## config.mk

```make
export PLATFORM = sky130hd
export DESIGN_NAME = csi_ctrl_status_indirect_regs
export DESIGN_NICKNAME = d
export VERILOG_FILES = /design/src/core/csi_pkg.sv /design/src/core/csi_ctrl_status_indirect_regs.sv
export SDC_FILE = /design/constraint.sdc
export NUM_CORES = 1
export LEC_CHECK = 0
export BUFFER_PORTS_ARGS = -buffer_cell sky130_fd_sc_hd__buf_4
export CAP_MARGIN = 20
export CELL_PAD_IN_SITES_DETAIL_PLACEMENT = 1
export CELL_PAD_IN_SITES_GLOBAL_PLACEMENT = 2
export CORE_UTILIZATION = 31
export CTS_BUF_LIST = sky130_fd_sc_hd__clkbuf_8 sky130_fd_sc_hd__clkbuf_16
export DETAILED_ROUTE_END_ITERATION = 6
export GPL_ROUTABILITY_DRIVEN = 0
export PLACE_DENSITY = 0.92
export SLEW_MARGIN = 20
export SYNTH_ARGS = -nofsm -noshare
export SYNTH_HDL_FRONTEND = slang
export SYNTH_SLANG_ARGS = --single-unit
```

## constraint.sdc

```tcl
create_clock -name clock -period 4.5 [get_ports clock]
set_input_delay 0.9 -clock clock [delete_from_list [all_inputs] [get_ports clock]]
set_output_delay 0.9 -clock clock [all_outputs]
set_load 0.005 [all_outputs]
```

## src/core/csi_pkg.sv

```systemverilog
// constants for the indirect register access and main status block
// assumes a 10 MHz clock and byte addresses on the 5-bit i/o offset bus
package csi_pkg;
	// ------------------------------------------------------------
	// clock and timing
	// ------------------------------------------------------------
	localparam int unsigned CLOCK_HZ          = 10_000_000;
	localparam int unsigned CLOCK_PERIOD_NS   = 1_000_000_000 / CLOCK_HZ;
	// default bus grant timeout, 153.6 us, expressed in ns
	localparam int unsigned BUS_TMO_DEFAULT_NS  = 153_600;
	localparam int unsigned BUS_TMO_DEFAULT_CYC = BUS_TMO_DEFAULT_NS / CLOCK_PERIOD_NS;
	localparam logic [15:0] BUS_TMO_DEFAULT     = 16'(BUS_TMO_DEFAULT_CYC);
	// sqe test window in network bit times
	localparam logic [4:0]  COL_TEST_BITS       = 5'h14;

	// ------------------------------------------------------------
	// i/o offsets
	// ------------------------------------------------------------
	localparam logic [4:0] IO_CTRL_DATA      = 5'h10;
	localparam logic [4:0] IO_PTR_WORD       = 5'h12;
	localparam logic [4:0] IO_PTR_DWORD      = 5'h14;
	localparam logic [4:0] IO_BUS_CFG_WORD   = 5'h16;
	localparam logic [4:0] IO_BUS_CFG_DWORD  = 5'h1C;

	// ------------------------------------------------------------
	// configuration space offsets
	// ------------------------------------------------------------
	localparam logic [7:0] CFG_PM_BRIDGE_EXT = 8'h46;
	localparam logic [7:0] CFG_PM_REPORT     = 8'h47;
	localparam logic [7:0] PM_BRIDGE_EXT_VAL = 8'h00;

	// ------------------------------------------------------------
	// main status register layout
	// ------------------------------------------------------------
	localparam logic [7:0] MAIN_STATUS_INDEX = 8'h00;
	localparam int unsigned B_ERR   = 15;
	localparam int unsigned B_RSVD  = 14;
	localparam int unsigned B_COLLISION_TEST_ERROR  = 13;
	localparam int unsigned B_MISS  = 12;
	localparam int unsigned B_BUS_TIMEOUT_ERROR  = 11;
	localparam int unsigned B_RX_INTERRUPT_FLAG  = 10;
	localparam int unsigned B_TX_INTERRUPT_FLAG  = 9;
	localparam int unsigned B_INIT_DONE_FLAG  = 8;
	localparam int unsigned B_INTERRUPT_PENDING  = 7;
	localparam int unsigned B_INTERRUPT_OUTPUT_ENABLE  = 6;
	localparam int unsigned RUN_CTRL_W = 6;
endpackage

```

## src/core/csi_ctrl_status_indirect_regs.sv

```systemverilog
// indirect pointer, data port decode, main status/interrupt register, pm config bytes
// assumes i/o and config strobes are one-cycle pulses synchronous to clock; the
// other control/status and bus configuration registers live outside and answer
// combinationally to the index outputs
//
// Contract
// - config byte 46h reads as constant zero.
// - config byte 47h returns the eeprom-loaded power report value.
// - low pointer byte indexes control space and bus config space.
// - pointer at 12h word or 14h dword; control data at 10h.
// - bus config data at 16h word or 1Ch dword, same index.
// - pointer bits 15:8 read zero; bits 31:16 read zero here.
// - pointer always accessible, cleared by resets, kept through stop.
// - writing one clears a cause flag; write-back of read acknowledges.
// - error summary is or of collision, missed, timeout; writes ignored.
// - bit 14 reads zero; collision test fails after 20 quiet bit times.
// - on mii only half-duplex 10base-t checks; never interrupts.
// - dropped frame sets missed flag and bumps missed frame counter.
// - missed/timeout set summary; interrupt only if enabled and unmasked.
// - ungranted bus request beyond timeout sets timeout error flag.
// - init done sets flag; interrupts if enabled and unmasked.
// - rx flag on last descriptor, or first with early notify.
// - tx flag on last descriptor unless successful and suppressed.
// - pending flag is or of all unmasked causes; the collision test error is left out of it here.
// - enable written directly; cleared by resets and stop.
// - event flags ignore zero writes; cleared by resets and stop.
`timescale 1ns/1ps
module csi_ctrl_status_indirect_regs (
	input  wire logic        clock,
	input  wire logic        resetn,
	input  wire logic        soft_reset,
	input  wire logic        stop_set,
	input  wire logic        dword_io_mode,
	input  wire logic [4:0]  io_addr,
	input  wire logic        io_wr,
	input  wire logic        io_rd,
	input  wire logic [31:0] io_wdata,
	output logic      [31:0] io_rdata_q,
	output logic             io_rvalid_q,
	output logic      [7:0]  reg_index_q,
	output logic             csr_wr_q,
	output logic             bcr_wr_q,
	output logic      [31:0] ext_wdata_q,
	input  wire logic [31:0] ext_csr_rdata,
	input  wire logic [31:0] ext_bcr_rdata,
	input  wire logic [5:0]  run_ctrl_status,
	input  wire logic [7:0]  cfg_addr,
	input  wire logic        cfg_rd,
	output logic      [7:0]  cfg_rdata_q,
	input  wire logic [7:0]  pm_report_value,
	input  wire logic        half_duplex,
	input  wire logic        mii_selected,
	input  wire logic        phy_10bt_half,
	input  wire logic        tx_end,
	input  wire logic        collision_in,
	input  wire logic        bit_tick,
	input  wire logic        missed_frame_evt,
	input  wire logic        bus_req,
	input  wire logic        bus_gnt,
	input  wire logic [15:0] bus_timeout_register,
	input  wire logic        init_done_evt,
	input  wire logic        rx_last_desc_evt,
	input  wire logic        rx_first_desc_evt,
	input  wire logic        early_rx_notify_enable,
	input  wire logic        tx_last_desc_evt,
	input  wire logic        tx_ok,
	input  wire logic        suppress_ok_tx_event,
	input  wire logic        missed_frame_mask,
	input  wire logic        bus_timeout_mask,
	input  wire logic        rx_event_mask,
	input  wire logic        tx_event_mask,
	input  wire logic        init_done_mask,
	input  wire logic        other_interrupt_pending_causes,
	input  wire logic        system_error_event,
	input  wire logic        sleep_event,
	output logic      [15:0] missed_frame_counter_q,
	output logic             interrupt_pending_line_n_q
);
	// ------------------------------------------------------------
	// decode
	// ------------------------------------------------------------
	logic [4:0] ptr_off, bus_cfg_off;
	logic       ptr_hit, ctrl_hit, bus_cfg_hit, main_sel, main_wr, clr_all;

	assign ptr_off     = dword_io_mode ? csi_pkg::IO_PTR_DWORD : csi_pkg::IO_PTR_WORD;
	assign bus_cfg_off = dword_io_mode ? csi_pkg::IO_BUS_CFG_DWORD
	                                   : csi_pkg::IO_BUS_CFG_WORD;
	assign ptr_hit     = io_addr == ptr_off;
	assign ctrl_hit    = io_addr == csi_pkg::IO_CTRL_DATA;
	assign bus_cfg_hit = io_addr == bus_cfg_off;
	assign main_sel    = reg_index_q == csi_pkg::MAIN_STATUS_INDEX;
	assign main_wr     = io_wr && ctrl_hit && main_sel;
	assign clr_all     = soft_reset || stop_set;

	// ------------------------------------------------------------
	// register pointer
	// ------------------------------------------------------------
	// only the index byte is stored, so upper bits cannot leak back on reads
	always_ff @(posedge clock or negedge resetn) begin
		if (!resetn) begin
			reg_index_q <= 8'h00;
		end else if (soft_reset) begin
			reg_index_q <= 8'h00;
		end else if (io_wr && ptr_hit) begin
			reg_index_q <= io_wdata[7:0];
		end
	end

	always_ff @(posedge clock or negedge resetn) begin
		if (!resetn) begin
			csr_wr_q    <= 1'b0;
			bcr_wr_q    <= 1'b0;
			ext_wdata_q <= 32'h00000000;
		end else begin
			csr_wr_q <= io_wr && ctrl_hit && !main_sel;
			bcr_wr_q <= io_wr && bus_cfg_hit;
			if (io_wr) begin
				ext_wdata_q <= io_wdata;
			end
		end
	end

	// ------------------------------------------------------------
	// event flags
	// ------------------------------------------------------------
	logic collision_test_error_q, miss_q, bus_timeout_error_q, rx_interrupt_flag_q, tx_interrupt_flag_q, init_done_flag_q, interrupt_output_enable_q;
	logic collision_test_error_set, bus_timeout_error_set, rx_interrupt_flag_set, tx_interrupt_flag_set;
	// flag update: stop or soft reset clears, otherwise set wins over w1c
	function automatic logic flag_next(logic cur, logic set, logic clr_bit, logic wr,
	                                   logic clr);
		if (clr) begin
			return 1'b0;
		end
		if (set) begin
			return 1'b1;
		end
		return cur && !(wr && clr_bit);
	endfunction

	assign rx_interrupt_flag_set = rx_last_desc_evt || (rx_first_desc_evt && early_rx_notify_enable);
	assign tx_interrupt_flag_set = tx_last_desc_evt && !(tx_ok && suppress_ok_tx_event);
	always_ff @(posedge clock or negedge resetn) begin
		if (!resetn) begin
			{collision_test_error_q, miss_q, bus_timeout_error_q, rx_interrupt_flag_q, tx_interrupt_flag_q, init_done_flag_q} <= 6'h00;
		end else begin
			collision_test_error_q <= flag_next(collision_test_error_q, collision_test_error_set, io_wdata[csi_pkg::B_COLLISION_TEST_ERROR], main_wr,
			                    clr_all);
			miss_q <= flag_next(miss_q, missed_frame_evt, io_wdata[csi_pkg::B_MISS],
			                    main_wr, clr_all);
			bus_timeout_error_q <= flag_next(bus_timeout_error_q, bus_timeout_error_set, io_wdata[csi_pkg::B_BUS_TIMEOUT_ERROR], main_wr,
			                    clr_all);
			rx_interrupt_flag_q <= flag_next(rx_interrupt_flag_q, rx_interrupt_flag_set, io_wdata[csi_pkg::B_RX_INTERRUPT_FLAG], main_wr,
			                    clr_all);
			tx_interrupt_flag_q <= flag_next(tx_interrupt_flag_q, tx_interrupt_flag_set, io_wdata[csi_pkg::B_TX_INTERRUPT_FLAG], main_wr,
			                    clr_all);
			init_done_flag_q <= flag_next(init_done_flag_q, init_done_evt, io_wdata[csi_pkg::B_INIT_DONE_FLAG],
			                    main_wr, clr_all);
		end
	end

	always_ff @(posedge clock or negedge resetn) begin
		if (!resetn) begin
			interrupt_output_enable_q <= 1'b0;
		end else if (clr_all) begin
			interrupt_output_enable_q <= 1'b0;
		end else if (main_wr) begin
			interrupt_output_enable_q <= io_wdata[csi_pkg::B_INTERRUPT_OUTPUT_ENABLE];
		end
	end

	always_ff @(posedge clock or negedge resetn) begin
		if (!resetn) begin
			missed_frame_counter_q <= 16'h0000;
		end else if (soft_reset) begin
			missed_frame_counter_q <= 16'h0000;
		end else if (missed_frame_evt) begin
			missed_frame_counter_q <= missed_frame_counter_q + 16'h0001;
		end
	end

	// ------------------------------------------------------------
	// collision test
	// ------------------------------------------------------------
	logic       col_armed_q, col_check_en;
	logic [4:0] col_cnt_q;
	// full duplex never checks; on mii only a half-duplex 10base-t phy does
	assign col_check_en = half_duplex && (!mii_selected || phy_10bt_half);
	assign collision_test_error_set     = col_armed_q && bit_tick && !collision_in &&
	                      (col_cnt_q == csi_pkg::COL_TEST_BITS - 5'h01);

	always_ff @(posedge clock or negedge resetn) begin
		if (!resetn) begin
			col_armed_q <= 1'b0;
			col_cnt_q   <= 5'h00;
		end else if (tx_end && col_check_en) begin
			col_armed_q <= 1'b1;
			col_cnt_q   <= 5'h00;
		end else if (col_armed_q && (collision_in || !col_check_en || collision_test_error_set)) begin
			col_armed_q <= 1'b0;
		end else if (col_armed_q && bit_tick) begin
			col_cnt_q <= col_cnt_q + 5'h01;
		end
	end

	// ------------------------------------------------------------
	// bus grant timeout
	// ------------------------------------------------------------
	logic [15:0] tmo_cnt_q;
	logic [15:0] tmo_limit;
	// a zero register would never fire, so it falls back to the default
	assign tmo_limit = (bus_timeout_register == 16'h0000) ? csi_pkg::BUS_TMO_DEFAULT
	                                                      : bus_timeout_register;
	assign bus_timeout_error_set  = bus_req && !bus_gnt && (tmo_cnt_q == tmo_limit - 16'h0001);

	always_ff @(posedge clock or negedge resetn) begin
		if (!resetn) begin
			tmo_cnt_q <= 16'h0000;
		end else if (!bus_req || bus_gnt) begin
			tmo_cnt_q <= 16'h0000;
		end else if (tmo_cnt_q != tmo_limit) begin
			tmo_cnt_q <= tmo_cnt_q + 16'h0001;
		end
	end

	// ------------------------------------------------------------
	// interrupt summary and line
	// ------------------------------------------------------------
	logic err_sum, interrupt_pending_pending, wake_cause;
	assign err_sum      = collision_test_error_q || miss_q || bus_timeout_error_q;
	assign wake_cause   = system_error_event || sleep_event;
	// collision test error deliberately absent from the pending term
	assign interrupt_pending_pending = (miss_q && !missed_frame_mask) || (bus_timeout_error_q && !bus_timeout_mask) ||
	                      (rx_interrupt_flag_q && !rx_event_mask) || (tx_interrupt_flag_q && !tx_event_mask) ||
	                      (init_done_flag_q && !init_done_mask) || other_interrupt_pending_causes ||
	                      wake_cause;

	always_ff @(posedge clock or negedge resetn) begin
		if (!resetn) begin
			interrupt_pending_line_n_q <= 1'b1;
		end else begin
			interrupt_pending_line_n_q <= !(interrupt_pending_pending && (interrupt_output_enable_q || wake_cause));
		end
	end

	// ------------------------------------------------------------
	// read paths
	// ------------------------------------------------------------
	logic [31:0] main_rd;
	always_comb begin
		main_rd                    = 32'h00000000;
		main_rd[csi_pkg::B_ERR]    = err_sum;
		main_rd[csi_pkg::B_RSVD]   = 1'b0;
		main_rd[csi_pkg::B_COLLISION_TEST_ERROR]   = collision_test_error_q;
		main_rd[csi_pkg::B_MISS]   = miss_q;
		main_rd[csi_pkg::B_BUS_TIMEOUT_ERROR]   = bus_timeout_error_q;
		main_rd[csi_pkg::B_RX_INTERRUPT_FLAG]   = rx_interrupt_flag_q;
		main_rd[csi_pkg::B_TX_INTERRUPT_FLAG]   = tx_interrupt_flag_q;
		main_rd[csi_pkg::B_INIT_DONE_FLAG]   = init_done_flag_q;
		main_rd[csi_pkg::B_INTERRUPT_PENDING]   = interrupt_pending_pending;
		main_rd[csi_pkg::B_INTERRUPT_OUTPUT_ENABLE]   = interrupt_output_enable_q;
		main_rd[csi_pkg::RUN_CTRL_W-1:0] = run_ctrl_status;
	end

	always_ff @(posedge clock or negedge resetn) begin
		if (!resetn) begin
			io_rdata_q  <= 32'h00000000;
			io_rvalid_q <= 1'b0;
		end else begin
			io_rvalid_q <= io_rd;
			if (io_rd) begin
				if (ptr_hit) begin
					io_rdata_q <= {24'h000000, reg_index_q};
				end else if (ctrl_hit) begin
					io_rdata_q <= main_sel ? main_rd : ext_csr_rdata;
				end else if (bus_cfg_hit) begin
					io_rdata_q <= ext_bcr_rdata;
				end else begin
					io_rdata_q <= 32'h00000000;
				end
			end
		end
	end

	always_ff @(posedge clock or negedge resetn) begin
		if (!resetn) begin
			cfg_rdata_q <= 8'h00;
		end else if (cfg_rd) begin
			if (cfg_addr == csi_pkg::CFG_PM_BRIDGE_EXT) begin
				cfg_rdata_q <= csi_pkg::PM_BRIDGE_EXT_VAL;
			end else if (cfg_addr == csi_pkg::CFG_PM_REPORT) begin
				cfg_rdata_q <= pm_report_value;
			end else begin
				cfg_rdata_q <= 8'h00;
			end
		end
	end
endmodule

```

## After elaboration in Yosys (flattened, before gate mapping)

Cells that the tools add are included.

| cells by class | value |
|---|---|
| equal/unequal tests | 9 |
| add/sub/neg operators | 4 |
| multiplexer cells | 54 |
| reduce and logical (&&, ||, !) cells | 78 |

Operators with widths:

| kind | count |
|---|---|
| 32-bit two-way mux | 4 |
| 16-bit two-way mux | 5 |
| 1-bit two-way mux | 36 |
| 1-bit logical AND | 34 |
| 16-bit by 1-bit adder with 16-bit output (second input constant) | 2 |
| 8-bit two-way mux | 4 |
| 1-bit logical NOT | 19 |
| 16-bit equality test | 1 |
| 8-bit by 7-bit equality test with 1-bit output (second input constant) | 2 |
| 16-bit logical NOT | 1 |
| 1-bit logical OR | 16 |
| 16-bit inequality test | 1 |
| 16-bit by 1-bit subtractor with 16-bit output (second input constant) | 1 |
| 5-bit two-way mux | 3 |
| 2-bit nonzero test | 6 |
| 5-bit equality test | 2 |
| 5-bit equality test (second input constant) | 2 |
| 8-bit logical NOT | 1 |
| 5-bit by 1-bit adder with 5-bit output (second input constant) | 1 |
| 4-bit two-way mux | 1 |
| 3-bit two-way mux | 1 |
| 2-bit inequality test (second input constant) | 1 |
| 2-bit AND reduction | 1 |

| word-level totals | value |
|---|---|
| word-level logic and storage cells | 164 |
| input bits | 171 |
| bits in registers | 129 |

## Depth between registers and ports, before layout

Gate-level depths: netlist of the first run.

| logic depth | value |
|---|---|
| depth after elaboration | 11 |
| depth in mapped cells | 9 |
| mapped depth without buffers | 8 |

## Worst setup path before layout of the first run

OpenSTA, ideal clock, no wires.

| path | value |
|---|---|
| path type | input-to-reg |
| start point | input bus_timeout_register[2] |
| end point | register tmo_cnt_q[9] |
| arrival | 2.892 ns |
| stages on the path | 8 |
| path slack | 1.489 ns |
| path through | buf_2 > nor4b_4 > a41oi_1 > mux2_4 > nor4_4 > buf_6 > nor4_1 > o21a_1 |

| on the way | value |
|---|---|
| word-level cells in the longest chain between the ends | 4 |

RTL lines:

| what | RTL line | RTL |
|---|---|---|
| start, declared | csi_ctrl_status_indirect_regs.sv:60 | `input wire logic [15:0] bus_timeout_register,` |
| 16-bit logical NOT | csi_ctrl_status_indirect_regs.sv:211 | `assign tmo_limit = (bus_timeout_register == 16'h0000) ? csi_pkg::BUS_TMO_DEFAULT` |
| 16-bit two-way mux * | csi_ctrl_status_indirect_regs.sv:211 |  |
| 16-bit inequality test * | csi_ctrl_status_indirect_regs.sv:220 | `end else if (tmo_cnt_q != tmo_limit) begin` |
| 2-bit nonzero test (no source line) * | -- |  |
| end signal, assigned | csi_ctrl_status_indirect_regs.sv:221 | `tmo_cnt_q <= tmo_cnt_q + 16'h0001;` |
| end, declared | csi_ctrl_status_indirect_regs.sv:208 | `logic [15:0] tmo_cnt_q;` |

Every way passes the cells marked *; elsewhere a longest branch is shown, timed or not.
A chain may end at the register's enable or synchronous reset.

## Worst setup path after layout of the first run

| path | value |
|---|---|
| start point | input bus_timeout_register[0] |
| end point | register tmo_cnt_q[15] |

The elaborated chain is that of the path after synthesis.

==> summary.txt, run 1 <==
GRT
  • Largest net degree at the start of global routing: 89
  • Vias in the first global route: 6380
  • Busiest grt layer: met2
  • GRT overflow: 0
  • GRT Total Usage: 0.2008
  • GR Util met1: 0.2424
  • Met2 Track Usage GR: 0.3498
  • Initial antenna violation count: 0
  • Global-route wire length before repair: 35000 um
  • Met3 Use GR: 0.03765

Cells and area
  • Area grow syn2layout: 41.03%
  • Post-route cell area: 9733 um2
  • Post-layout net count: 1120
  • Antenna cells: 0
  • Final-layout fill cell count: 2541
  • Layout cells sized above 1: 0.3918
  • Util after Layout: 0.4460

Clock network
  • TritonCTS clock tree: yes
  • Clk_lat worst skew: 0.42 ns
  • # clock sinks: 129
  • Post-CTS Setup Repair Bufs: 0
  • Clk pin slew, worst setup/hold paths: 0.06 ns
  • TritonCTS buffer count: 17
  • Root Buffer: clkbuf_16
  • Gates resized, CTS repair: 0
  • Clock Path Buffers: 2
  • H-tree depth: 4
  • Hold Buf Count CTS: 0

Synth
  • Ranking of synthesized cells by area: dfrtp_1 46%, mux2_2 7.5%, a21oi_1 4.4%, nor2_1 3.5%, nand2_1 3.2%
  • Avg Synthesized Cell Area: 9.916 um2
  • Sequential area share after synthesis: 0.4679
  • Post-synth top cells: 128 x dfrtp_1, 64 x nor2_1, 61 x a21oi_1
  • Count leader, synth: dfrtp_1
  • Post-synth top area cell: dfrtp_1
  • Gate Count Post-Synth: 696
  • Ys Warns: 0
  • Top_reg_cell synth: dfrtp_1
  • Synth Register Bits: 129
  • Yosys top cell area share: 0.4641
  • Syn Nets: 872
  • Distinct cells, synth: 65
  • Syn Std Cell Area: 6902 um2
  • Post-synth EDFFs: 0
  • Post-synth ARST share: 1.000

STA
  • Final Max Slew Viols: 0
  • Crit share post-route: 0.7184
  • Final WS setup: 1.267 ns
  • Worst slew margin: 0.3922
  • Final setup vio count: 0
  • Achievable clock frequency: 309.3 MHz
  • Worst slew pin tran: 0.9117 ns
  • Min cycle time layout: 3.233 ns
  • Final hold vios: 0
  • Clk_skew: 0.009904 ns
  • RSZ-0062 raised after global routing: no
  • Final setup TNS: 0 ns

Worst hold path
  • Hold Crit Class: reg2reg

Power
  • VDD IR max: 0.2157 mV
  • LEAKAGE: 4.320 nW
  • Overall Power: 0.003125 W
  • PwrDens: 321.1 nW/um2

Route
  • Post-Route WL: 23520 um
  • Vias per std cell: 5.198
  • Antenna Nets Post-Route: 0
  • Detailed Routing Iterations Pass 1: 4
  • Initial drt markers: 265
  • DR DRC count: 0
  • WL/cell: 19.02 um
  • Vias: 6430

Job
  • Max Cap Violations: 0

Die
  • Die area: 22860 um2
  • Initial Util: 0.3162
  • Row count: 54
  • Die X: 151.2 um
  • Core area: 21820 um2
  • Die Ht: 151.2 um
  • Io pins: 271

Setup path
  • Worst Setup Start Kind: input port
  • Crit end category: flop
  • Critical Path RT: 4.79 ns
  • Crit Path Max Fanout: 17
  • Worst path arrival time: 3.52 ns
  • Setup CP Type: in2reg

Placed design
  • Setup WS pre-CTS: 0.8320 ns
  • DP HPWL: 17800 um
  • Port bufs: 270
  • Placed Area: 9128 um2

Outcome
  • Status: finished clean
-- sequential cells by signal (all words and copies together) (netlist names) --
name                        count
ext_wdata_q                    32
io_rdata_q                     32
missed_frame_counter_q         16
tmo_cnt_q                      16
cfg_rdata_q                     8
reg_index_q                     8
col_cnt_q                       5
bcr_wr_q                        1
bus_timeout_error_q             1
col_armed_q                     1
collision_test_error_q          1
csr_wr_q                        1
init_done_flag_q                1
interrupt_output_enable_q       1
interrupt_pending_line_n_q      1
io_rvalid_q                     1
miss_q                          1
rx_interrupt_flag_q             1
tx_interrupt_flag_q             1
-- stage by stage --
| step | hold WS (ns) | instances |
|---|---|---|
| floorplan | 0.4051 | 696 |
| global placement | 0.4719 | 1205 |
| detailed placement | 0.4794 | 1205 |
| CTS | 0.4869 | 1237 |
| global route | 0.4978 | 1237 |
| finish | 0.4704 | 1237 |
-- power by group --
group	internal [W]	switching (W)
Combinational	0.000238	0.000194
Clock	0.000851	0.000589
Sequential	0.00122	0.0000353
-- area by class of cell --
cell class | count | area [um2] | share of cell area
inverter | 19 | 71.32 | 0.007327
tap | 280 | 350.3 | 0.03599
clock inverter | 14 | 166.4 | 0.01710
multi-input combinational | 501 | 3401 | 0.3494
timing repair buffer | 276 | 2076 | 0.2133
clock buffer | 18 | 439.2 | 0.04512
sequential | 129 | 3229 | 0.3318
-- placed cells by master (no fill, tap or decap), types with 4 or more instances in the layout --
master	instances
a2111oi_0	5
a21oi_1	61
a222oi_1	9
a22oi_1	25
and2_1	5
and3_1	4
and4_1	6
and4b_1	4
buf_4	275
clkbuf_16	17
dfrtp_1	128
ha_1	5
inv_1	19
inv_6	6
mux2_2	46
mux2i_1	4
nand2_1	58
nand2b_1	6
nand3_1	25
nand4_1	9
nor2_1	64
nor2b_1	4
nor3_1	6
nor3b_1	4
nor4_1	10
o21ai_0	22
o21ai_1	7
o31ai_1	8
or3_1	15
or4_1	7
xnor2_1	8
xor2_1	21
-- logic make-up after synthesis --
logic type               Yosys count  share of synthesized area
multiplexers                      51                    0.08303
buffers and inverters             66                    0.04006
AND/OR/NAND/NOR                  245                     0.1920
AO/OA/AOI/OAI                    170                     0.1688
XOR/XNOR                          30                    0.03916
adder cells (fa/ha/maj)            5                   0.009065
flip-flops                       129                     0.4679
-- critical path: stages --
cell     delay, ns
buf_4         0.13
inv_1         0.11
ha_1          0.17
nor4b_4       0.47
a41oi_2       0.26
o32a_4        0.40
nor4_4        0.74
nor4_1        0.18
mux2i_1       0.16
-- final timing paths --
kind                                                  startpoint                                   end  slack, ns  cells after the start
max in group asynchronous                                 resetn           ext_wdata_q[27]$_DFFE_PN0P_       3.10                      2
min reg2reg                interrupt_output_enable_q$_DFFE_PN0P_  interrupt_pending_line_n_q$_DFF_PN1_       0.47                      1
min                        interrupt_output_enable_q$_DFFE_PN0P_  interrupt_pending_line_n_q$_DFF_PN1_       0.47                      1
min in group asynchronous                                 resetn                    bcr_wr_q$_DFF_PN0_       0.53                      1
max                                      bus_timeout_register[0]             tmo_cnt_q[15]$_DFFE_PN0P_       1.27                      9
max reg2reg                            tmo_cnt_q[11]$_DFFE_PN0P_             tmo_cnt_q[15]$_DFFE_PN0P_       1.80                      6
-- routing by layer --
metal  vias to the layer above  wire, um
met3                        32      1280
met1                      3169      9695
met2                       181     12030
met4                         0       513
li1                       3048         -
met5                         -         0
(Power assumes the default switching activity.)
==> inputs of run 2 (changes only) <==
--- a/config.mk
+++ b/config.mk
@@ -9,11 +9,11 @@
 export CAP_MARGIN = 20
 export CELL_PAD_IN_SITES_DETAIL_PLACEMENT = 1
 export CELL_PAD_IN_SITES_GLOBAL_PLACEMENT = 2
-export CORE_UTILIZATION = 31
+export CORE_UTILIZATION = 26
 export CTS_BUF_LIST = sky130_fd_sc_hd__clkbuf_8 sky130_fd_sc_hd__clkbuf_16
 export DETAILED_ROUTE_END_ITERATION = 6
 export GPL_ROUTABILITY_DRIVEN = 0
-export PLACE_DENSITY = 0.92
+export PLACE_DENSITY = 0.83
 export SLEW_MARGIN = 20
 export SYNTH_ARGS = -nofsm -noshare
 export SYNTH_HDL_FRONTEND = slang
==> constraint.sdc (replaced) <==
create_clock -name clock -period 2.6 [get_ports clock]
set_input_delay 0.52 -clock clock [delete_from_list [all_inputs] [get_ports clock]]
set_output_delay 0.52 -clock clock [all_outputs]
set_load 0.005 [all_outputs]
==> run 2 against run 1 <==
Critical path depth rose by 2; non-clock buffer count increased by 34; clock power up 82%; register-to-register slack lost 1.5 ns; count of clock-buffer cells in the layout unchanged; utilization is 5.7 points lower; power up 78%; global-route usage decreased by 2.1 points; die area grew 19%; sequential share of layout area fell by 1.3 points; final area increased by 4.2%; first-iteration DRC count rose by 50%.
==> summary.txt, run 2 (synthesis results as in run 1) <==
Clock network
  • Gates resized, CTS repair: 0 (unchanged)
  • Hold Buf Count CTS: 0 (unchanged)
  • H-tree depth: 4 (unchanged)
  • TritonCTS clock tree: yes (unchanged)
  • Root Buffer: clkbuf_16 (unchanged)
  • # clock sinks: 129 (unchanged)
  • Clk pin slew, worst setup/hold paths: 0.06 ns (about the same)
  • Post-CTS Setup Repair Bufs: 0 (unchanged)
  • Clk_lat worst skew: 0.41 ns (was 0.42 ns)
  • TritonCTS buffer count: 17 (unchanged)
  • Clock Path Buffers: 2 (unchanged)

Setup path
  • Critical Path RT: 2.92 ns (was 4.79 ns)
  • Worst path arrival time: 2.69 ns (was 3.52 ns)
  • Crit Path Max Fanout: 13 (was 17)
  • Worst Setup Start Kind: input port (unchanged)
  • Setup CP Type: in2reg (unchanged)
  • Crit end category: flop (unchanged)

Cells and area
  • Layout cells sized above 1: 0.4121 (was 0.3918)
  • Antenna cells: 0 (unchanged)
  • Final-layout fill cell count: 3031 (was 2541)
  • Commonest non-fill, non-tap cell in the layout: buf_4 (unchanged)
  • Post-layout net count: 1154 (was 1120)
  • Post-route cell area: 10140 um2 (was 9733 um2)
  • Flip-flop and latch area: 3229 um2 (unchanged)
  • Area grow syn2layout: 46.90% (was 41.03%)
  • Largest regs: ext_wdata_q: 32 flops, io_rdata_q: 32 flops (unchanged)
  • Commonest cells after routing, fill and taps aside: 305 x buf_4, 128 x dfrtp_1, 64 x nor2_1 (was 275 x buf_4, 128 x dfrtp_1, 64 x nor2_1)
  • Area of the multi-input gates: 3401 um2 (unchanged)

STA
  • Final hold vios: 0 (unchanged)
  • Worst slew pin tran: 0.7893 ns (was 0.9117 ns)
  • Min cycle time layout: 2.366 ns
  • Final Max Slew Viols: 0 (unchanged)
  • Achievable clock frequency: 422.6 MHz
  • Final setup vio count: 0 (unchanged)
  • Worst slew margin: 0.4733 (was 0.3922)
  • RSZ-0062 raised after global routing: no (unchanged)
  • Crit share post-route: 0.9101
  • Clk_skew: 0.007760 ns (was 0.009904 ns)

Route
  • Met3 wire len: 1079 um (was 1280 um)
  • Highest metal used: met4 (unchanged)
  • Vias: 6561 (was 6430)
  • Antenna Nets Post-Route: 0 (unchanged)
  • Post-Route WL: 24740 um (was 23520 um)
  • Detailed Routing Iterations Pass 1: 5 (was 4)
  • Vias per std cell: 4.952 (was 5.198)
  • Initial drt markers: 398 (was 265)
  • Met2 WL: 12750 um (was 12030 um)
  • WL/cell: 18.67 um (was 19.02 um)
  • DR DRC count: 0 (unchanged)
  • WL met1: 10550 um (was 9695 um)

GRT
  • Global-route wire length before repair: 37580 um (was 35000 um)
  • Initial antenna violation count: 0 (unchanged)
  • GRT Total Usage: 0.1793 (was 0.2008)
  • GRT overflow: 0 (unchanged)
  • Largest net degree at the start of global routing: 66 (was 89)
  • Vias in the first global route: 6652 (was 6380)

Power
  • LEAKAGE: 4.517 nW (was 4.320 nW)
  • PwrDens: 549.3 nW/um2 (was 321.1 nW/um2)
  • Overall Power: 0.005569 W (was 0.003125 W)
  • VDD IR max: 0.2805 mV (was 0.2157 mV)

Die
  • Die X: 164.9 um (was 151.2 um)
  • Die area: 27200 um2 (was 22860 um2)
  • Core area: 26060 um2 (was 21820 um2)
  • Die Ht: 164.9 um (was 151.2 um)
  • Row count: 59 (was 54)
  • Io pins: 271 (unchanged)
  • Initial Util: 0.2648 (was 0.3162)

Placed design
  • DP HPWL: 19050 um (was 17800 um)
  • Port bufs: 270 (unchanged)
  • Placed Area: 9502 um2 (was 9128 um2)

Worst hold path
  • Hold Crit Class: in2async (was reg2reg)

Outcome
  • Status: finished clean (unchanged)

Job
  • Max Cap Violations: 0 (unchanged)
run 2: worst max-delay path: stages:
cell and delay, ns:
buf_4 0.11, inv_1 0.08, ha_1 0.19, nor4b_4 0.20, buf_4 0.19, a41oi_4 0.14
xnor2_2 0.28, o41ai_4 0.11, buf_4 0.18, or4_1 0.51, a21oi_1 0.15
run 2: cell type report:
cell class,instances,area share
Clock buffer,18,0.04332
Inverter,19,0.007034
Sequential cell,129,0.3185
Tap cell,335,0.04134
Timing Repair Buffer,310,0.2349
Clock inverter,13,0.01950
Multi-Input combinational cell,501,0.3354
run 2: metal layers:
metal	vias to the layer above	track usage
li1	3113	-
met1	3246	0.2237
met2	178	0.3176
met3	24	0.02712
met4	0	0.05171
met5	-	0
run 2: power by group:
group | internal [W] | switching, W | leakage, nW
clock | 0.00165 | 0.000969 | 0.308
combinational | 0.000435 | 0.000348 | 2.54
sequential | 0.00211 | 0.0000602 | 1.67
total | 0.00419 | 0.00138 | 4.52
run 2: through the flow:
| step | utilization | hold WS, ns | TNS, ns | setup WS, ns | cells |
|---|---|---|---|---|---|
| final | 0.3891 | 0.08799 | 0 | 0.2337 | 1325 |
| after global routing | 0.3891 | 0.1185 | 0 | 0.04296 | 1325 |
| after CTS | 0.3891 | 0.09130 | 0 | 0.2794 | 1325 |
| after detailed placement | 0.3646 | 0.4969 | -1.212 | -0.1355 | 1294 |
| after global placement | 0.3646 | 0.4909 | -0.1982 | -0.04299 | 1294 |
| after floorplan | - | 0.2244 | 0 | 0.002451 | 696 |
run 2: worst paths after layout:
| path | from | slack [ns] | cells past startpoint | to |
|---|---|---|---|---|
| worst min-delay path | resetn | 0.09 | 1 | bcr_wr_q$_DFF_PN0_ |
| worst min register to register | interrupt_output_enable_q$_DFFE_PN0P_ | 0.50 | 1 | interrupt_pending_line_n_q$_DFF_PN1_ |
| max in group asynchronous | resetn | 1.86 | 2 | tmo_cnt_q[6]$_DFFE_PN0P_ |
| min in group clock | system_error_event | 0.28 | 2 | interrupt_pending_line_n_q$_DFF_PN1_ |
| worst max-delay path | bus_timeout_register[1] | 0.23 | 11 | tmo_cnt_q[12]$_DFFE_PN0P_ |
| worst max register to register | tmo_cnt_q[11]$_DFFE_PN0P_ | 0.27 | 7 | tmo_cnt_q[2]$_DFFE_PN0P_ |
==> inputs of run 3 (changes only) <==
--- a/config.mk
+++ b/config.mk
@@ -5,7 +5,7 @@
 export SDC_FILE = /design/constraint.sdc
 export NUM_CORES = 1
 export LEC_CHECK = 0
-export BUFFER_PORTS_ARGS = -buffer_cell sky130_fd_sc_hd__buf_4
+export BUFFER_PORTS_ARGS = -buffer_cell sky130_fd_sc_hd__buf_2
 export CAP_MARGIN = 20
 export CELL_PAD_IN_SITES_DETAIL_PLACEMENT = 1
 export CELL_PAD_IN_SITES_GLOBAL_PLACEMENT = 2
==> run 3 against run 2 <==
Non-clock buffer count rose by 7; fmax up 3.7%; largest cell class unchanged; via count up 0.55%.
==> summary.txt, run 3 (synthesis results as in run 1) <==
Outcome
  • Status: finished clean (unchanged)

Power
  • Switching Share: 0.2648 (was 0.2473)
  • LEAKAGE: 4.344 nW (was 4.517 nW)
  • PwrDens: 554.5 nW/um2 (was 549.3 nW/um2)
  • Int Pwr: 0.003855 W (was 0.004192 W)
  • Clock group share of total power: 0.461 (was 0.470)
  • Overall Power: 0.005244 W (was 0.005569 W)
  • VDD IR max: 0.3094 mV (was 0.2805 mV)
  • Switching power: 0.001389 W (was 0.001377 W)
  • Combinational Power Share: 0.127 (was 0.141)
  • Share of power burned in registers: 0.413 (was 0.389)

Route
  • Post-Route WL: 24220 um (was 24740 um)
  • Met2 WL: 12700 um (was 12750 um)
  • Highest metal used: met4 (unchanged)
  • WL/cell: 18.16 um (was 18.67 um)
  • WL met1: 10160 um (was 10550 um)
  • Vias per std cell: 4.945 (was 4.952)
  • Detailed Routing Iterations Pass 1: 5 (unchanged)
  • Met3 wire len: 1104 um (was 1079 um)
  • Antenna Nets Post-Route: 0 (unchanged)
  • Vias: 6597 (was 6561)
  • DR DRC count: 0 (unchanged)
  • Initial drt markers: 337 (was 398)

Die
  • Die Ht: 164.9 um (unchanged)
  • Die X: 164.9 um (unchanged)
  • Core area: 26060 um2 (unchanged)
  • Initial Util: 0.2648 (unchanged)
  • Io pins: 271 (unchanged)
  • Row count: 59 (unchanged)
  • Die area: 27200 um2 (unchanged)

Clock network
  • # clock sinks: 129 (unchanged)
  • H-tree depth: 4 (unchanged)
  • TritonCTS buffer count: 17 (unchanged)
  • Clk pin slew, worst setup/hold paths: 0.07 ns (was 0.06 ns)
  • Post-CTS Setup Repair Bufs: 0 (unchanged)
  • Clock Path Buffers: 2 (unchanged)
  • Root Buffer: clkbuf_16 (unchanged)
  • Clk_lat worst skew: 0.41 ns (about the same)
  • Gates resized, CTS repair: 0 (unchanged)
  • TritonCTS clock tree: yes (unchanged)
  • Hold Buf Count CTS: 0 (unchanged)

STA
  • Final Max Slew Viols: 0 (unchanged)
  • Final hold vios: 0 (unchanged)
  • Achievable clock frequency: 438.3 MHz (was 422.6 MHz)
  • Final setup vio count: 0 (unchanged)
  • RSZ-0062 raised after global routing: no (unchanged)
  • Worst slew margin: 0.5744 (was 0.4733)
  • Worst slew pin tran: 0.6385 ns (was 0.7893 ns)
  • Clk_skew: 0.01369 ns (was 0.007760 ns)
  • Crit share post-route: 0.8775 (was 0.9101)
  • Min cycle time layout: 2.282 ns (was 2.366 ns)

GRT
  • GRT overflow: 0 (unchanged)
  • Initial antenna violation count: 0 (unchanged)
  • Vias in the first global route: 6706 (was 6652)
  • Global-route wire length before repair: 36840 um (was 37580 um)
  • Largest net degree at the start of global routing: 66 (unchanged)
  • GRT Total Usage: 0.1757 (was 0.1793)

Setup path
  • CP Buf/Inv Count: 1 (was 4)
  • Crit Path Max Fanout: 13 (unchanged)
  • Worst path arrival time: 2.57 ns (was 2.69 ns)
  • Critical Path RT: 2.89 ns (was 2.92 ns)
  • Cell family with most CP delay: compound AO/OA/AOI/OAI gates (was simple AND/OR/NAND/NOR gates)
  • CP max stage delay: 0.46 ns (was 0.51 ns)
  • Critical path, cell by cell: or2_2 > a2111oi_0 > nand3_1 > o41ai_4 > buf_4 > xor2_1 > nor2_1 (was buf_4 > inv_1 > ha_1 > nor4b_4 > buf_4 > a41oi_4 > xnor2_2 > o41ai_4 > buf_4 > or4_1 > a21oi_1)
  • CP max-delay cell: a2111oi_0 (was or4_1)
  • Setup CP Type: reg2reg (was in2reg)
  • Crit end category: flop (unchanged)
  • Worst Setup Start Kind: flop (was input port)

Worst hold path
  • Hold Crit Class: in2async (unchanged)

Cells and area
  • Commonest non-fill, non-tap cell in the layout: buf_2 (was buf_4)
  • Largest regs: ext_wdata_q: 32 flops, io_rdata_q: 32 flops (unchanged)
  • Util after Layout: 0.3629 (was 0.3891)
  • Commonest cells after routing, fill and taps aside: 269 x buf_2, 128 x dfrtp_1, 64 x nor2_1 (was 305 x buf_4, 128 x dfrtp_1, 64 x nor2_1)
  • Post-layout net count: 1161 (was 1154)
  • Final-layout fill cell count: 3061 (was 3031)
  • Layout cells sized above 1: 0.4148 (was 0.4121)
  • Area grow syn2layout: 37.04% (was 46.90%)

Job
  • Max Cap Violations: 0 (unchanged)

Placed design
  • Port bufs: 270 (unchanged)
  • DP HPWL: 18810 um (was 19050 um)
[run 3: worst reg2reg max path: stages (launching register included)]
cell and delay (ns):
dfrtp_1 0.40, or2_2 0.32, a2111oi_0 0.46, nand3_1 0.30, o41ai_4 0.26, buf_4 0.23
xor2_1 0.16, nor2_1 0.05
[run 3: final cells by class]
type	instances	area, um2	share of cell area
multi-input cells	501	3401	0.3596
flip-flops and latches	129	3229	0.3414
repair buffers	317	1748	0.1848
clock buffers	17	425.4	0.04498
well taps	335	419.2	0.04432
clock inverters	15	161.4	0.01707
inverters	19	71.32	0.007541
diodes	1	2.502	0.0002646
[run 3: layer usage]
| layer | GRT usage | vias up |
|---|---|---|
| met2 | 0.3138 | 172 |
| li1 | - | 3131 |
| met4 | 0.05129 | 0 |
| met1 | 0.2181 | 3277 |
| met5 | 0 | - |
| met3 | 0.02436 | 17 |
[run 3: worst paths after layout]
path	start	end	slack, ns	cells past startpoint
max	tmo_cnt_q[11]$_DFFE_PN0P_	tmo_cnt_q[2]$_DFFE_PN0P_	0.32	7
min	resetn	io_rdata_q[29]$_DFFE_PN0P_	0.02	1
max reg2reg	tmo_cnt_q[11]$_DFFE_PN0P_	tmo_cnt_q[2]$_DFFE_PN0P_	0.32	7
min reg2reg	ext_wdata_q[21]$_DFFE_PN0P_	ext_wdata_q[21]$_DFFE_PN0P_	0.50	1
max in group asynchronous	resetn	interrupt_pending_line_n_q$_DFF_PN1_	1.93	2
min in group clock	sleep_event	interrupt_pending_line_n_q$_DFF_PN1_	0.28	2
[run 3: per-stage QoR]
step	setup TNS [ns]	instance area, um2	instances	worst slack, ns	hold slack [ns]
after floorplan	0	6902	696	0.002451	0.2244
after global placement	-0.1674	8869	1301	-0.04244	0.4680
after detailed placement	-0.4995	8869	1301	-0.08301	0.4745
after CTS	0	9455	1333	0.3173	0.02277
after global routing	0	9455	1333	0.1071	0.02782
final	0	9458	1334	0.3185	0.01695
[run 3: power groups by stage]
stage | clock network (W) | logic [W] | registers, W
floorplan | 0 | 0.000260 | 0.00221
global placement | 0 | 0.000660 | 0.00219
detailed placement | 0 | 0.000674 | 0.00220
CTS | 0.00249 | 0.000676 | 0.00216
global route | 0.00258 | 0.000736 | 0.00218
finish | 0.00242 | 0.000664 | 0.00216
